<file path="src/ext_int_pkg.sv">
// Package for the external interrupt latch: register map, fields, constants
package ext_int_pkg;

    // ****************************************************************
    // Register map (byte addresses on the APB bus)
    // ****************************************************************
    localparam logic [7:0] status_ctrl_offset = 8'h00; // ext_int_status_ctrl
    localparam logic [7:0] vector_offset      = 8'h04; // vector address pair

    // ****************************************************************
    // Field positions in ext_int_status_ctrl
    // ****************************************************************
    localparam int mode_bit    = 0;  // edge_level_select
    localparam int mask_bit    = 1;  // ext_int_mask
    localparam int ack_bit     = 2;  // latch_clear_strobe, write-only
    localparam int pending_bit = 3;  // ext_int_pending_flag, read-only
    localparam int pin_bit     = 4;  // synchronised pin level, read-only

    // ****************************************************************
    // Reset values and fixed vector addresses
    // ****************************************************************
    localparam logic mode_reset = 1'b0;  // Falling edge only
    localparam logic mask_reset = 1'b0;  // Requests enabled
    localparam logic [15:0] vector_addr_high = 16'hFFFA;
    localparam logic [15:0] vector_addr_low  = 16'hFFFB;

    // ****************************************************************
    // Types
    // ****************************************************************
    typedef enum logic [0:0] {
        edge_only      = 1'b0,
        edge_and_level = 1'b1
    } trigger_mode_e;

    // Sampled pin history: synchroniser stages and previous level
    typedef struct packed {
        logic stage1;
        logic stage2;
        logic prev;
    } pin_sample_s;

    // Request state: latch and synchronised pin level
    typedef struct packed {
        logic latch;
        logic level_low;
    } request_state_s;

endpackage : ext_int_pkg

</file>
<file path="src/external_interrupt_latch.sv">
// External interrupt latch with APB register access and vector fetch ack

module external_interrupt_latch (
    input  wire logic        i_clock,
    input  wire logic        i_nrst,
    input  wire logic        i_irq_n,
    input  wire logic        i_vector_ack,
    input  wire logic        i_psel,
    input  wire logic        i_penable,
    input  wire logic        i_pwrite,
    input  wire logic [7:0]  i_paddr,
    input  wire logic [31:0] i_pwdata,
    output logic      [31:0] o_prdata,
    output logic             o_pready,
    output logic             o_pslverr,
    output logic             o_irq_request,
    output logic             o_pin_level,
    output logic             o_pending
);

    // ****************************************************************
    // Pin synchroniser and edge detect
    // ****************************************************************
    ext_int_pkg::pin_sample_s    samp;
    ext_int_pkg::request_state_s req;
    ext_int_pkg::trigger_mode_e  mode;
    logic                        mask;
    logic                        next_latch;
    logic                        ack_seen;
    logic                        next_ack_seen;
    logic [31:0]                 next_prdata;

    // Two flops guard against metastability; prev only reads stage2
    always_ff @(posedge i_clock or negedge i_nrst) begin
        if (!i_nrst) begin
            samp <= '{stage1: 1'b1, stage2: 1'b1, prev: 1'b1};
        end else begin
            samp <= '{stage1: i_irq_n, stage2: samp.stage1,
                      prev: samp.stage2};
        end
    end

    wire pin_high     = samp.stage2;
    wire falling_edge = samp.prev & ~samp.stage2;
    wire level_hit    = (mode == ext_int_pkg::edge_and_level) & ~pin_high;

    // ****************************************************************
    // APB decode
    // ****************************************************************
    // Single-cycle access phase: pready is registered high in the cycle after each setup cycle
    wire access   = i_psel & i_penable;
    wire hit_sc   = (i_paddr == ext_int_pkg::status_ctrl_offset);
    wire hit_vec  = (i_paddr == ext_int_pkg::vector_offset);
    wire mapped   = hit_sc | hit_vec;
    wire wr_sc    = access & i_pwrite & hit_sc;
    wire sw_ack   = wr_sc & i_pwdata[ext_int_pkg::ack_bit];
    wire any_ack  = sw_ack | i_vector_ack;

    // ****************************************************************
    // Acknowledge memory for level mode
    // ****************************************************************
    // In level mode the pin may still be low when the ack comes, so the
    // ack is kept until the pin is high again; a new edge forgets it,
    // since that edge is a fresh request that needs its own ack
    wire ack_done = ack_seen & pin_high;
    assign next_ack_seen = next_latch & ~falling_edge
                         & (ack_seen | any_ack);

    // ****************************************************************
    // Latch update
    // ****************************************************************
    // Set wins over clear so an edge coincident with an ack is kept;
    // in level mode a low pin keeps the request alive after the ack
    assign next_latch = falling_edge | level_hit
                      | (req.latch & ~any_ack & ~ack_done);

    // Latch, mode and mask all return to defaults on reset
    always_ff @(posedge i_clock or negedge i_nrst) begin
        if (!i_nrst) begin
            req  <= '{latch: 1'b0, level_low: 1'b0};
            ack_seen <= 1'b0;
            mode <= ext_int_pkg::edge_only;
            mask <= ext_int_pkg::mask_reset;
        end else begin
            req.latch     <= next_latch;
            ack_seen      <= next_ack_seen;
            req.level_low <= ~pin_high;
            if (wr_sc) begin
                mode <= ext_int_pkg::trigger_mode_e'(
                        i_pwdata[ext_int_pkg::mode_bit]);
                mask <= i_pwdata[ext_int_pkg::mask_bit];
            end
        end
    end

    // ****************************************************************
    // Read data and outputs
    // ****************************************************************
    // Ack bit never stored, so it reads zero; pending ignores the mask
    always_comb begin
        next_prdata = 32'h0000_0000;
        if (hit_sc) begin
            next_prdata[ext_int_pkg::mode_bit]    = mode;
            next_prdata[ext_int_pkg::mask_bit]    = mask;
            next_prdata[ext_int_pkg::pending_bit] = next_latch;
            next_prdata[ext_int_pkg::pin_bit]     = pin_high;
        end else if (hit_vec) begin
            next_prdata = {ext_int_pkg::vector_addr_high,
                           ext_int_pkg::vector_addr_low};
        end
    end

    // Registered outputs; the CPU applies its own global mask on top
    always_ff @(posedge i_clock or negedge i_nrst) begin
        if (!i_nrst) begin
            o_prdata      <= 32'h0000_0000;
            o_pready      <= 1'b0;
            o_pslverr     <= 1'b0;
            o_irq_request <= 1'b0;
            o_pin_level   <= 1'b1;
            o_pending     <= 1'b0;
        end else begin
            o_pready      <= i_psel & ~i_penable;
            o_pslverr     <= i_psel & ~i_penable & ~mapped;
            o_prdata      <= (i_psel & ~i_penable) ? next_prdata
                                                   : 32'h0000_0000;
            o_irq_request <= next_latch & ~mask;
            o_pin_level   <= pin_high;
            o_pending     <= next_latch;
        end
    end

    // ****************************************************************
    // Assertions
    // ****************************************************************
    property p_edge_sets;
        @(posedge i_clock) disable iff (!i_nrst)
        falling_edge |=> o_pending;
    endproperty
    a_edge_sets: assert property (p_edge_sets)
        else $error("falling edge did not set pending");

    property p_ack_clears_edge;
        @(posedge i_clock) disable iff (!i_nrst)
        (req.latch && any_ack && !falling_edge && !level_hit)
        |=> !o_pending && !req.latch;
    endproperty
    a_ack_clears_edge: assert property (p_ack_clears_edge)
        else $error("acknowledge did not clear latch");

    property p_sw_ack;
        @(posedge i_clock) disable iff (!i_nrst)
        (sw_ack && mode == ext_int_pkg::edge_only && !falling_edge)
        |=> !req.latch;
    endproperty
    a_sw_ack: assert property (p_sw_ack)
        else $error("software acknowledge did not clear latch");

    property p_level_holds;
        @(posedge i_clock) disable iff (!i_nrst)
        (mode == ext_int_pkg::edge_and_level && !pin_high)
        |=> req.latch && o_pending;
    endproperty
    a_level_holds: assert property (p_level_holds)
        else $error("low level in level mode not pending");

    property p_edge_mode_hold;
        @(posedge i_clock) disable iff (!i_nrst)
        (req.latch && !any_ack && !ack_done) |=> req.latch;
    endproperty
    a_edge_mode_hold: assert property (p_edge_mode_hold)
        else $error("latch dropped without acknowledge");

    property p_mask_blocks;
        @(posedge i_clock) disable iff (!i_nrst)
        mask |=> !o_irq_request;
    endproperty
    a_mask_blocks: assert property (p_mask_blocks)
        else $error("request forwarded while masked");

    property p_pending_unmasked;
        @(posedge i_clock) disable iff (!i_nrst)
        (!mask && next_latch) |=> o_irq_request && o_pending;
    endproperty
    a_pending_unmasked: assert property (p_pending_unmasked)
        else $error("unmasked pending not forwarded");

    property p_ack_reads_zero;
        @(posedge i_clock) disable iff (!i_nrst)
        (i_psel && !i_penable && !i_pwrite && hit_sc)
        |=> !o_prdata[ext_int_pkg::ack_bit];
    endproperty
    a_ack_reads_zero: assert property (p_ack_reads_zero)
        else $error("ack bit read back nonzero");

    property p_pin_visible;
        @(posedge i_clock) disable iff (!i_nrst)
        $fell(samp.stage1) |=> ##1 !o_pin_level;
    endproperty
    a_pin_visible: assert property (p_pin_visible)
        else $error("pin level not reflected");

    property p_edge_detect;
        @(posedge i_clock) disable iff (!i_nrst)
        (pin_high ##1 !pin_high) |-> falling_edge;
    endproperty
    a_edge_detect: assert property (p_edge_detect)
        else $error("falling edge missed");

    property p_mask_rw;
        @(posedge i_clock) disable iff (!i_nrst)
        wr_sc |=> mask == $past(i_pwdata[ext_int_pkg::mask_bit]);
    endproperty
    a_mask_rw: assert property (p_mask_rw)
        else $error("mask write not stored");

    // Level mode: an earlier ack plus a high pin must end the request
    property p_level_release;
        @(posedge i_clock) disable iff (!i_nrst)
        (req.latch && ack_seen && pin_high && !falling_edge && !level_hit)
        |=> !req.latch;
    endproperty
    a_level_release: assert property (p_level_release)
        else $error("acked level request not released");

    // Reset is asynchronous, so state is cleared at any edge under reset
    property p_reset_state;
        @(posedge i_clock)
        !i_nrst |-> !req.latch && !o_pending && !o_irq_request
                    && mode == ext_int_pkg::edge_only && !mask;
    endproperty
    a_reset_state: assert property (p_reset_state)
        else $error("reset did not clear latch or mode");

    // An edge that follows an ack is a new request, not swallowed
    property p_edge_after_ack;
        @(posedge i_clock) disable iff (!i_nrst)
        (any_ack ##[1:20] falling_edge) |=> req.latch;
    endproperty
    a_edge_after_ack: assert property (p_edge_after_ack)
        else $error("edge after acknowledge not latched");

    // Edge-only mode never sets the latch from a steady level
    property p_edge_only_no_level;
        @(posedge i_clock) disable iff (!i_nrst)
        (mode == ext_int_pkg::edge_only && !req.latch && !falling_edge)
        |=> !req.latch;
    endproperty
    a_edge_only_no_level: assert property (p_edge_only_no_level)
        else $error("latch set without edge in edge mode");

    // Mode bit is stored by a status write
    property p_mode_rw;
        @(posedge i_clock) disable iff (!i_nrst)
        wr_sc |=> mode == $past(i_pwdata[ext_int_pkg::mode_bit]);
    endproperty
    a_mode_rw: assert property (p_mode_rw)
        else $error("mode write not stored");

    // Vector pair reads back as the two fixed addresses
    property p_vector_read;
        @(posedge i_clock) disable iff (!i_nrst)
        (i_psel && !i_penable && !i_pwrite && hit_vec)
        |=> o_prdata == {ext_int_pkg::vector_addr_high,
                         ext_int_pkg::vector_addr_low};
    endproperty
    a_vector_read: assert property (p_vector_read)
        else $error("vector pair read wrong");

    // Pending bit in read data agrees with the pending output
    property p_pending_read;
        @(posedge i_clock) disable iff (!i_nrst)
        (i_psel && !i_penable && !i_pwrite && hit_sc)
        |=> o_prdata[ext_int_pkg::pending_bit] == o_pending;
    endproperty
    a_pending_read: assert property (p_pending_read)
        else $error("pending bit read differs from flag");

    // Pin output and stored level are taken from the same sample
    property p_pin_level_tracks;
        @(posedge i_clock) disable iff (!i_nrst)
        o_pin_level != req.level_low;
    endproperty
    a_pin_level_tracks: assert property (p_pin_level_tracks)
        else $error("pin level output inconsistent");

    // A forwarded request always has a pending latch behind it
    property p_request_needs_pending;
        @(posedge i_clock) disable iff (!i_nrst)
        o_irq_request |-> o_pending;
    endproperty
    a_request_needs_pending: assert property (p_request_needs_pending)
        else $error("request forwarded without pending");

    // Zero wait states: every setup cycle is answered next cycle
    property p_pready_access;
        @(posedge i_clock) disable iff (!i_nrst)
        (i_psel && !i_penable) |=> o_pready;
    endproperty
    a_pready_access: assert property (p_pready_access)
        else $error("access phase not answered");

    // Unmapped addresses report an error and read zero
    property p_unmapped;
        @(posedge i_clock) disable iff (!i_nrst)
        (i_psel && !i_penable && !mapped)
        |=> o_pslverr && o_prdata == 32'h0000_0000;
    endproperty
    a_unmapped: assert property (p_unmapped)
        else $error("unmapped access not refused");

    c_edge_req:  cover property (@(posedge i_clock)
        falling_edge ##2 o_irq_request);
    c_sw_ack:    cover property (@(posedge i_clock)
        req.latch ##1 sw_ack ##1 !req.latch);
    c_level:     cover property (@(posedge i_clock)
        mode == ext_int_pkg::edge_and_level && any_ack && !pin_high);
    c_masked:    cover property (@(posedge i_clock) mask && o_pending);
    c_release:   cover property (@(posedge i_clock)
        ack_seen && pin_high ##1 !req.latch);

endmodule : external_interrupt_latch

</file>
<file path="config.mk">
export PLATFORM = sky130hd
export DESIGN_NAME = external_interrupt_latch
export DESIGN_NICKNAME = d
export VERILOG_FILES = /design/src/ext_int_pkg.sv /design/src/external_interrupt_latch.sv
export SDC_FILE = /design/constraint.sdc
export NUM_CORES = 1
export LEC_CHECK = 0
export ABC_AREA = 1
export BUFFER_PORTS_ARGS = -buffer_cell sky130_fd_sc_hd__buf_2
export CORE_UTILIZATION = 34
export CTS_CLUSTER_DIAMETER = 100
export DETAILED_ROUTE_END_ITERATION = 8
export GPL_TIMING_DRIVEN = 0
export PLACE_DENSITY_LB_ADDON = 0.12
export RECOVER_POWER = 100
export SYNTH_ARGS = -nofsm -noshare
export SYNTH_HDL_FRONTEND = slang
export SYNTH_SLANG_ARGS = --single-unit
</file>
<file path="constraint.sdc">
create_clock -name i_clock -period 1.15 [get_ports i_clock]
set_input_delay 0.1725 -clock i_clock [delete_from_list [all_inputs] [get_ports i_clock]]
set_output_delay 0.1725 -clock i_clock [all_outputs]
set_load 0.01 [all_outputs]
</file>
==> results.py, run 1 <==
metrics = {
    "outcome": {
        "status": "complete, but fails checks",
        "violations": "negative setup slack",
    },
    "critical_path": {
        "startpoint_type": "register",
        "worstSetupPathType": "register to output pin",
        "cp_max_fo": 25,
        "rrSetupSlack_ns": 0.07,
        "crit_path_end_kind": "output pin",
        "worstPathRequired_ns": 0.98,
        "crit_arrival_ns": 1.17,
    },
    "placement": {
        "dpl_worst_slack_ns": -0.133,
        "dp_hpwl_mm": 1.19,
        "place_congestion": 0.697,
        "place_area_um2": 1120,
        "io_buffers": 51,
    },
    "timing": {
        "maxSlewViolCount": 0,
        "fin_crit_ns": 1.34,
        "fin_crit_sh_pct": 117,
        "finalSetupViolations": 25,
        "layout_setup_ws_ns": -0.191,
        "hold_ws_ns": 0.0582,
        "fin_skew_ns": 0.00380,
        "hold_violations": 0,
        "rsz0062_at_grt": "true",
        "max_clock_freq_mhz": 746,
    },
    "power": {
        "ir_worst_vdd_mv": 0.638,
        "clkPwrFrac_pct": 30.4,
        "sequentialPowerShare_pct": 57.6,
        "combPwrFrac_pct": 12.1,
        "leakagePower_uw": 0.000718,
        "p_int_uw": 735,
        "switching_share_pct": 24.3,
        "power.density_nw_per_um2": 836,
        "p_sw_uw": 235,
    },
    "floorplan": {
        "die_w_um": 51.1,
        "dieHeight_um": 51.1,
        "die-area_um2": 2610,
        "start_util_pct": 36.8,
        "fp.coreArea_um2": 2230,
        "num_rows": 17,
        "ios": 84,
    },
    "grt": {
        "grt_pass1_vias": 573,
        "grt_usage_pct": 12.3,
        "overflow": 0,
        "grt_max_degree": 26,
        "antenna_found_initial": 0,
        "grt_pass1_wl_mm": 2.36,
    },
    "synth": {
        "yosys.area.top_type": "dfrtp_1",
        "yosys.area.top_type_share_pct": 36.6,
        "synthTopCellsByArea": "dfrtp_1 (37%), buf_4 (25%), dfstp_2 (9.6%)",
        "synth_area_per_cell_um2": 9.43,
        "synth.yosys.warnings": 0,
        "yosysUniqueCellTypes": 18,
        "ys_ff_latch": 15,
        "netlist_instances": 87,
        "syn_area_um2": 821,
        "ys_seq_area_share_pct": 46.2,
    },
    "cts": {
        "htree_levels": 1,
        "clock_path_buffers": 2,
        "cts_tree": "yes",
        "clk_latency_ns": 0.28,
        "root_buffer": "clkbuf_4",
        "numCtsBuffers": 3,
        "clock-sinks": 15,
        "path_clk_slew_ns": 0.09,
    },
    "cells_and_area": {
        "fin_util_pct": 51.9,
        "antenna_cells": 0,
        "drive_gt1_share_pct": 59.2,
        "final_cell_area_um2": 1160,
        "most-common-layout-cells": "buf_2 (42), buf_4 (28), nor2_1 (13)",
        "final_common_cell": "buf_2",
        "area_delta_synth_final_pct": 41.3,
        "fin_nets": 195,
    },
    "routing": {
        "wire_per_inst_um": 8.65,
        "drt_iter0_drc": 2,
        "vias_per_cell": 3.91,
        "wl_mm": 1.51,
        "antenna_left": 0,
        "drt_first_pass_iters": 2,
        "post-route-drc-count": 0,
        "via_count": 684,
    },
    "job": {
        "drv_cap": 0,
    },
    "min_path": {
        "hp-class": "input port to register",
    },
}
power by group through the flow:
stage               clock network [µW]  registers [µW]  logic, µW
global placement                     0             569        111
CTS                                312             559        119
finish                             295             559        117
floorplan                            0             575       48.4
global route                       334             561        133
detailed placement                   0             569        114
Yosys cell counts:
cell type  number
buf_4          27
dfrtp_1        12
nor2_1         12
inv_1           8
nand2_1         6
dfstp_2         3
nor2_2          3
mux2_4          2
nand2_2         2
nand3_2         2
nor3_1          2
o21ai_0         2
a21boi_0        1
a21oi_1         1
conb_1          1
nand3_1         1
nand3b_1        1
nor2_4          1
kinds of logic after synthesis:
group / synth area share (%)
buffers and inverters: 28.4
AND/OR/NAND/NOR: 18.6
flip-flops: 46.2
AO/OA/AOI/OAI: 2.74
multiplexers: 3.66
other: 0.457
state kept, by name, indices dropped and copies added, names as in the netlist:
name,flops
o_prdata,5
ack_seen,1
mask,1
mode,1
o_irq_request,1
o_pending,1
o_pin_level,1
o_pready,1
o_pslverr,1
pin_high,1
samp,1
final timing paths:
path | cells after the start | startpoint | endpoint
max | 2 | o_prdata[30] | o_prdata[11]
min | 2 | i_penable | o_pready
max reg2reg | 5 | pin_high | o_irq_request
min reg2reg | 0 | samp[2] | pin_high
max in group asynchronous | 2 | i_nrst | o_pin_level
min in group asynchronous | 2 | i_nrst | o_prdata[0]
stage by stage:
stage | power (µW) | setup TNS (ns) | cells
2_1_floorplan | 623 | 0 | 89
3_3_place_gp | 680 | -1.84 | 168
3_5_place_dp | 683 | -3.34 | 168
4_1_cts | 990 | -4.97 | 174
5_1_grt | 1030 | -6.62 | 175
6_report | 970 | -4.58 | 175
worst max-delay path: stages, from the launching register on:
cell     delay, ns
dfrtp_4       0.59
buf_4         0.17
buf_2         0.13
repair_timing:
action | 4_1_cts | 5_1_grt
setup buffers | 0 | 1
gates resized for setup | 2 | 1
endpoints found under the hold margin | 13 | 0
setup endpoints to repair | 25 | 29
pin swaps | 0 | 1
hold buffers | 2 | 0
layer usage:
metal / vias up / global-route usage, % / part of all wire, %
met2: 30 / 19.5 / 50
met1: 296 / 15.6 / 42
met4: 0 / 6.94 / 0.53
met3: 2 / 2.08 / 7.9
met5: - / 0 / 0
li1: 356 / - / -
layout make-up:
type / count / area, µm²
Sequential cell: 15 / 383
Tap cell: 28 / 35.0
Clock buffer: 3 / 22.5
Clock inverter: 1 / 5.00
Multi-Input combinational cell: 39 / 209
Buffer: 27 / 203
Fill cell: 231 / 1070
Inverter: 8 / 30.0
Timing Repair Buffer: 54 / 273
Note: power is estimated with default switching activity, not from simulation.
==> run 2, diff against run 1 <==
- ABC_AREA: 1 -> not set
- CORE_UTILIZATION: 34 -> 36
- CTS_BUF_LIST: not set -> sky130_fd_sc_hd__clkbuf_4 sky130_fd_sc_hd__clkbuf_8
==> results.py, run 2 <==
metrics = {
    "outcome": {
        "status": "complete, but fails checks",
        "violations": "negative setup slack",
    },
    "timing": {
        "fin_crit_ns": 1.36,
        "setup_tns_ns": -5.14,
        "max_clock_freq_mhz": 734,
        "finalSetupViolations": 26,
        "maxSlewViolCount": 0,
        "fin_crit_sh_pct": 118,
        "layout_setup_ws_ns": -0.212,
        "hold_violations": 0,
        "rsz0062_at_grt": "true",
        "fin_skew_ns": 0.0158,
    },
    "synth": {
        "synthTopCellsByArea": "dfrtp_1 (36%), buf_4 (25%), dfstp_2 (9.6%)",
        "ys_seq_area_share_pct": 46.0,
        "synth_common_cells": "buf_4 (27), dfrtp_1 (12), a21oi_1 (4)",
        "ys_ff_latch": 15,
        "yosys.area.top_type": "dfrtp_1",
        "synthArstFlopShare_pct": 100,
        "synth.yosys.warnings": 0,
        "dominantRegCellSynth": "dfrtp_1",
        "synth_area_per_cell_um2": 11.0,
        "yosysUniqueCellTypes": 25,
        "yosys.area.top_type_share_pct": 36.5,
        "yosysMostFrequentCell": "buf_4",
        "synth-edff-count": 0,
        "netlist_instances": 75,
        "syn_area_um2": 823,
    },
    "job": {
        "drv_cap": 0,
    },
    "cts": {
        "root_buffer": "clkbuf_4",
        "clock_path_buffers": 2,
        "htree_levels": 1,
        "numCtsBuffers": 3,
        "cts_tree": "yes",
        "clk_latency_ns": 0.29,
        "path_clk_slew_ns": 0.10,
        "clock-sinks": 15,
    },
    "floorplan": {
        "dieHeight_um": 49.8,
        "num_rows": 16,
        "die-area_um2": 2480,
        "die_w_um": 49.8,
        "fp.coreArea_um2": 2060,
        "ios": 84,
        "start_util_pct": 39.9,
    },
    "routing": {
        "drt_first_pass_iters": 4,
        "post-route-drc-count": 0,
        "drt_iter0_drc": 8,
        "vias_per_cell": 4.15,
        "via_count": 697,
        "antenna_left": 0,
        "wire_per_inst_um": 10.8,
        "wl_mm": 1.81,
    },
    "grt": {
        "grt_usage_pct": 14.4,
        "antenna_found_initial": 0,
        "grt_pass1_vias": 615,
        "grt_max_degree": 26,
        "grt_pass1_wl_mm": 2.73,
        "overflow": 0,
    },
    "cells_and_area": {
        "area_delta_synth_final_pct": 50.9,
        "fillerInstances": 191,
        "fin_util_pct": 60.3,
        "final_cell_area_um2": 1240,
        "final_common_cell": "buf_2",
        "largest-register": "o_prdata",
        "drive_gt1_share_pct": 68.1,
        "fin_nets": 189,
        "largest_register_ffs": 5,
        "most-common-layout-cells": "buf_2 (39), buf_4 (31), dfrtp_1 (11)",
        "antenna_cells": 0,
    },
    "power": {
        "ir_worst_vdd_mv": 0.734,
        "leakagePower_uw": 0.000721,
        "power.density_nw_per_um2": 795,
    },
    "critical_path": {
        "worstSetupPathType": "register to output pin",
        "cp_max_fo": 12,
        "rrSetupSlack_ns": -0.01,
        "crit_arrival_ns": 1.19,
        "startpoint_type": "register",
        "crit_path_end_kind": "output pin",
        "worst-r2r-cell-count": 2,
        "worstPathRequired_ns": 0.98,
    },
    "placement": {
        "place_congestion": 0.747,
        "place_area_um2": 1130,
        "io_buffers": 51,
        "dp_hpwl_mm": 1.32,
    },
    "min_path": {
        "hp-class": "input port to register",
        "holdPathStages": 2,
    },
}
run 2: layer usage:
metal / vias up / global-route usage (%) / wire [µm]
met3: 0 / 6.48 / 144
met4: 0 / 1.43 / 0
met5: - / 0 / 0
met1: 311 / 17.0 / 736
li1: 352 / - / -
met2: 34 / 24.8 / 929
run 2: timing repair:
item | 4_1_cts | 5_1_grt
endpoints found under the setup margin | 27 | 31
gates resized for setup | 3 | 11
buffers inserted | 2 | 5
hold endpoints to repair | 13 | 0
hold buffers | 2 | 0
pin swaps | 2 | 1
run 2: path summary, 6_finish.rpt:
check                                   from            to
worst max-delay path            o_prdata[30]  o_prdata[10]
worst min-delay path               i_penable      o_pready
worst max register to register      pin_high      ack_seen
worst min register to register       samp[2]      pin_high
max in group asynchronous             i_nrst       samp[2]
min in group asynchronous             i_nrst   o_prdata[0]
run 2: area by class of cell:
| class | count | area [µm²] | share of cell area [%] |
|---|---|---|---|
| repair buffers | 60 | 340 | 27.4 |
| flip-flops and latches | 15 | 383 | 30.8 |
| well taps | 27 | 33.8 | 2.72 |
| multi-input cells | 34 | 251 | 20.2 |
| plain buffers | 27 | 203 | 16.3 |
| inverters | 1 | 3.75 | 0.302 |
| clock inverters | 1 | 5.00 | 0.403 |
| clock buffers | 3 | 22.5 | 1.81 |
run 2: cells by family after synthesis:
family | count (synthesis) | synth area share (%)
buffers and inverters | 28 | 25.1
and+or+nand+nor | 17 | 16.4
DFF | 15 | 46.0
AOI/OAI and AO/OA | 12 | 9.27
muxes | 2 | 2.74
other | 1 | 0.455
run 2: per-stage QoR:
step | power [µW] | setup WS, ns | cells | hold slack [ns]
4_1_cts | 1000 | -0.226 | 163 | 0.0485
3_5_place_dp | 689 | -0.334 | 155 | 0.0952
2_1_floorplan | 618 | -0.105 | 77 | -0.123
6_report | 988 | -0.212 | 168 | 0.0647
3_3_place_gp | 683 | -0.326 | 155 | 0.0842
5_1_grt | 1030 | -0.250 | 168 | 0.0746
run 2: worst max-delay path, stage by stage, from the launching register on:
cell     delay [ns]
dfrtp_4        0.50
buf_6          0.15
buf_4          0.12
buf_2          0.13
run 2: power by group:
part	switching, µW	internal [µW]
registers	11.3	549
logic	64.5	64.3
clock network	170	129
total	246	742
==> run 3, diff against run 2 <==
- CORE_UTILIZATION: 36 -> 39
- clock period: 1.15 -> 1.7 ns (I/O delays scaled with it)
==> results.py, run 3 (same netlist as run 2, synthesis figures left out) <==
metrics = {
    "routing": {
        "antenna_left": 0,
        "drt_first_pass_iters": 4,
        "post-route-drc-count": 0,
        "drt_iter0_drc": 6,
        "via_count": 670,
        "wire_per_inst_um": 9.65,
        "vias_per_cell": 4.19,
        "wl_mm": 1.54,
    },
    "timing": {
        "slew_headroom_pct": 49.2,
        "rsz0062_at_grt": "false",
        "fin_skew_ns": 0.000677,
        "finalSetupViolations": 0,
        "max_clock_freq_mhz": 700,
        "tightest_slew_ns": 0.762,
        "maxSlewViolCount": 0,
        "setup_tns_ns": 0,
        "layout_setup_ws_ns": 0.272,
        "fin_crit_ns": 1.43,
        "hold_violations": 0,
        "fin_crit_sh_pct": 84.0,
    },
    "critical_path": {
        "startpoint_type": "register",
        "crit_path_cell_trace": "clkbuf_4, buf_2",
        "cp_max_fo": 25,
        "worst-r2r-cell-count": 3,
        "cpPeakStageDelay_ns": 0.58,
        "worst-path-buf-inv": 2,
        "worstReg2RegStart": "pin_high",
        "rrSetupSlack_ns": 0.52,
        "rr_endpoint": "o_prdata[3]",
        "path_delay_family": "flip-flops",
        "worstPathRequired_ns": 1.44,
        "slowest_stage": "dfrtp_2",
        "crit_arrival_ns": 1.17,
        "worstSetupPathType": "register to output pin",
        "crit_path_end_kind": "output pin",
    },
    "power": {
        "clkPwrFrac_pct": 31.8,
        "switching_share_pct": 22.9,
        "p_sw_uw": 152,
        "power.density_nw_per_um2": 582,
        "total_power_uw": 665,
        "ir_worst_vdd_mv": 0.468,
        "sequentialPowerShare_pct": 56.8,
        "leakagePower_uw": 0.000647,
        "combPwrFrac_pct": 11.4,
        "p_int_uw": 513,
    },
    "cells_and_area": {
        "fin_util_pct": 57.6,
        "antenna_cells": 0,
        "largest_register_ffs": 5,
        "final_cell_area_um2": 1140,
        "area_delta_synth_final_pct": 38.8,
        "most-common-layout-cells": "buf_2 (39), clkbuf_4 (28), clkbuf_1 (12)",
        "drive_gt1_share_pct": 59.4,
        "fin_nets": 181,
        "largest-register": "o_prdata",
        "final_common_cell": "buf_2",
    },
    "placement": {
        "place_congestion": 0.778,
        "dp_hpwl_mm": 1.26,
        "dpl_worst_slack_ns": 0.0491,
        "place_area_um2": 1120,
        "io_buffers": 51,
    },
    "cts": {
        "path_clk_slew_ns": 0.08,
        "htree_levels": 1,
        "clock-sinks": 15,
        "clock_path_buffers": 2,
        "root_buffer": "clkbuf_4",
        "cts_tree": "yes",
        "numCtsBuffers": 3,
        "clk_latency_ns": 0.27,
        "postCtsSetupBuffers": 0,
    },
    "min_path": {
        "holdPathStages": 1,
        "whs_endpoint": "samp[2]",
        "hp-class": "input port to register",
        "min-delay-start": "i_irq_n",
    },
    "grt": {
        "gr-usage-met1_pct": 15.3,
        "grt_pass1_vias": 523,
        "grt.busiest_layer": "met2",
        "met3_usage_pct": 2.64,
        "use_met2_pct": 24.6,
        "antenna_found_initial": 0,
        "grt_max_degree": 26,
        "overflow": 0,
        "grt_pass1_wl_mm": 2.16,
        "grt_usage_pct": 13.9,
    },
    "floorplan": {
        "dieHeight_um": 47.9,
        "ios": 84,
        "start_util_pct": 41.5,
        "fp.coreArea_um2": 1980,
        "num_rows": 16,
        "die_w_um": 47.9,
        "die-area_um2": 2300,
    },
    "job": {
        "drv_cap": 0,
    },
    "outcome": {
        "status": "finished, final reports clean",
    },
}
## run 3: cell count changes in the layout (fill, tap and decap cells not counted), moves of 3 or more
| cell | change |
|---|---|
| buf_4 | -28 |
| clkbuf_1 | +3 |
| clkbuf_4 | +25 |
| buf_6 | -5 |
## run 3: layer usage
metal / vias to the layer above / routed length (µm)
met1: 284 / 613
met2: 46 / 761
met5: - / 0
met3: 2 / 152
li1: 338 / -
met4: 0 / 17
## run 3: cell type report
type	instances	area (µm²)
Multi-Input combinational cell	34	241
Tap cell	27	33.8
Timing Repair Buffer	52	250
Fill cell	196	840
Clock buffer	4	30.0
Sequential cell	15	380
Inverter	1	3.75
Buffer	27	203
## run 3: worst max path at each step
stage / from / to / slack, ns / cells past startpoint
3_3_place_gp: i_paddr[7] / o_prdata[3] / 0.06 / 5
3_5_place_dp: i_paddr[7] / o_prdata[3] / 0.05 / 5
2_1_floorplan: i_paddr[7] / ack_seen / 0.35 / 4
5_1_grt: i_paddr[7] / o_prdata[3] / 0.13 / 5
6_report: o_prdata[30] / o_prdata[17] / 0.27 / 2
4_1_cts: o_prdata[30] / o_prdata[17] / 0.03 / 2
## run 3: timing repair
action                                  4_1_cts  5_1_grt
hold endpoints to repair                     12        0
resized for setup                             0        1
hold buffers                                  1        0
endpoints found under the setup margin        0       24
## run 3: per-stage QoR
| stage | instances | hold WS, ns |
|---|---|---|
| after floorplan | 77 | -0.0406 |
| after global placement | 155 | 0.164 |
| after detailed placement | 155 | 0.170 |
| after CTS | 160 | 0.0566 |
| after global routing | 160 | 0.0503 |
| final | 160 | 0.0692 |
## run 3: power groups by stage
| stage | Clock (µW) | Sequential (µW) | Combinational [µW] |
|---|---|---|---|
| detailed placement | 0 | 386 | 77.9 |
| CTS | 221 | 379 | 79.7 |
| finish | 211 | 378 | 76.0 |
| global placement | 0 | 385 | 76.2 |
| floorplan | 0 | 389 | 28.8 |
| global route | 235 | 380 | 86.6 |
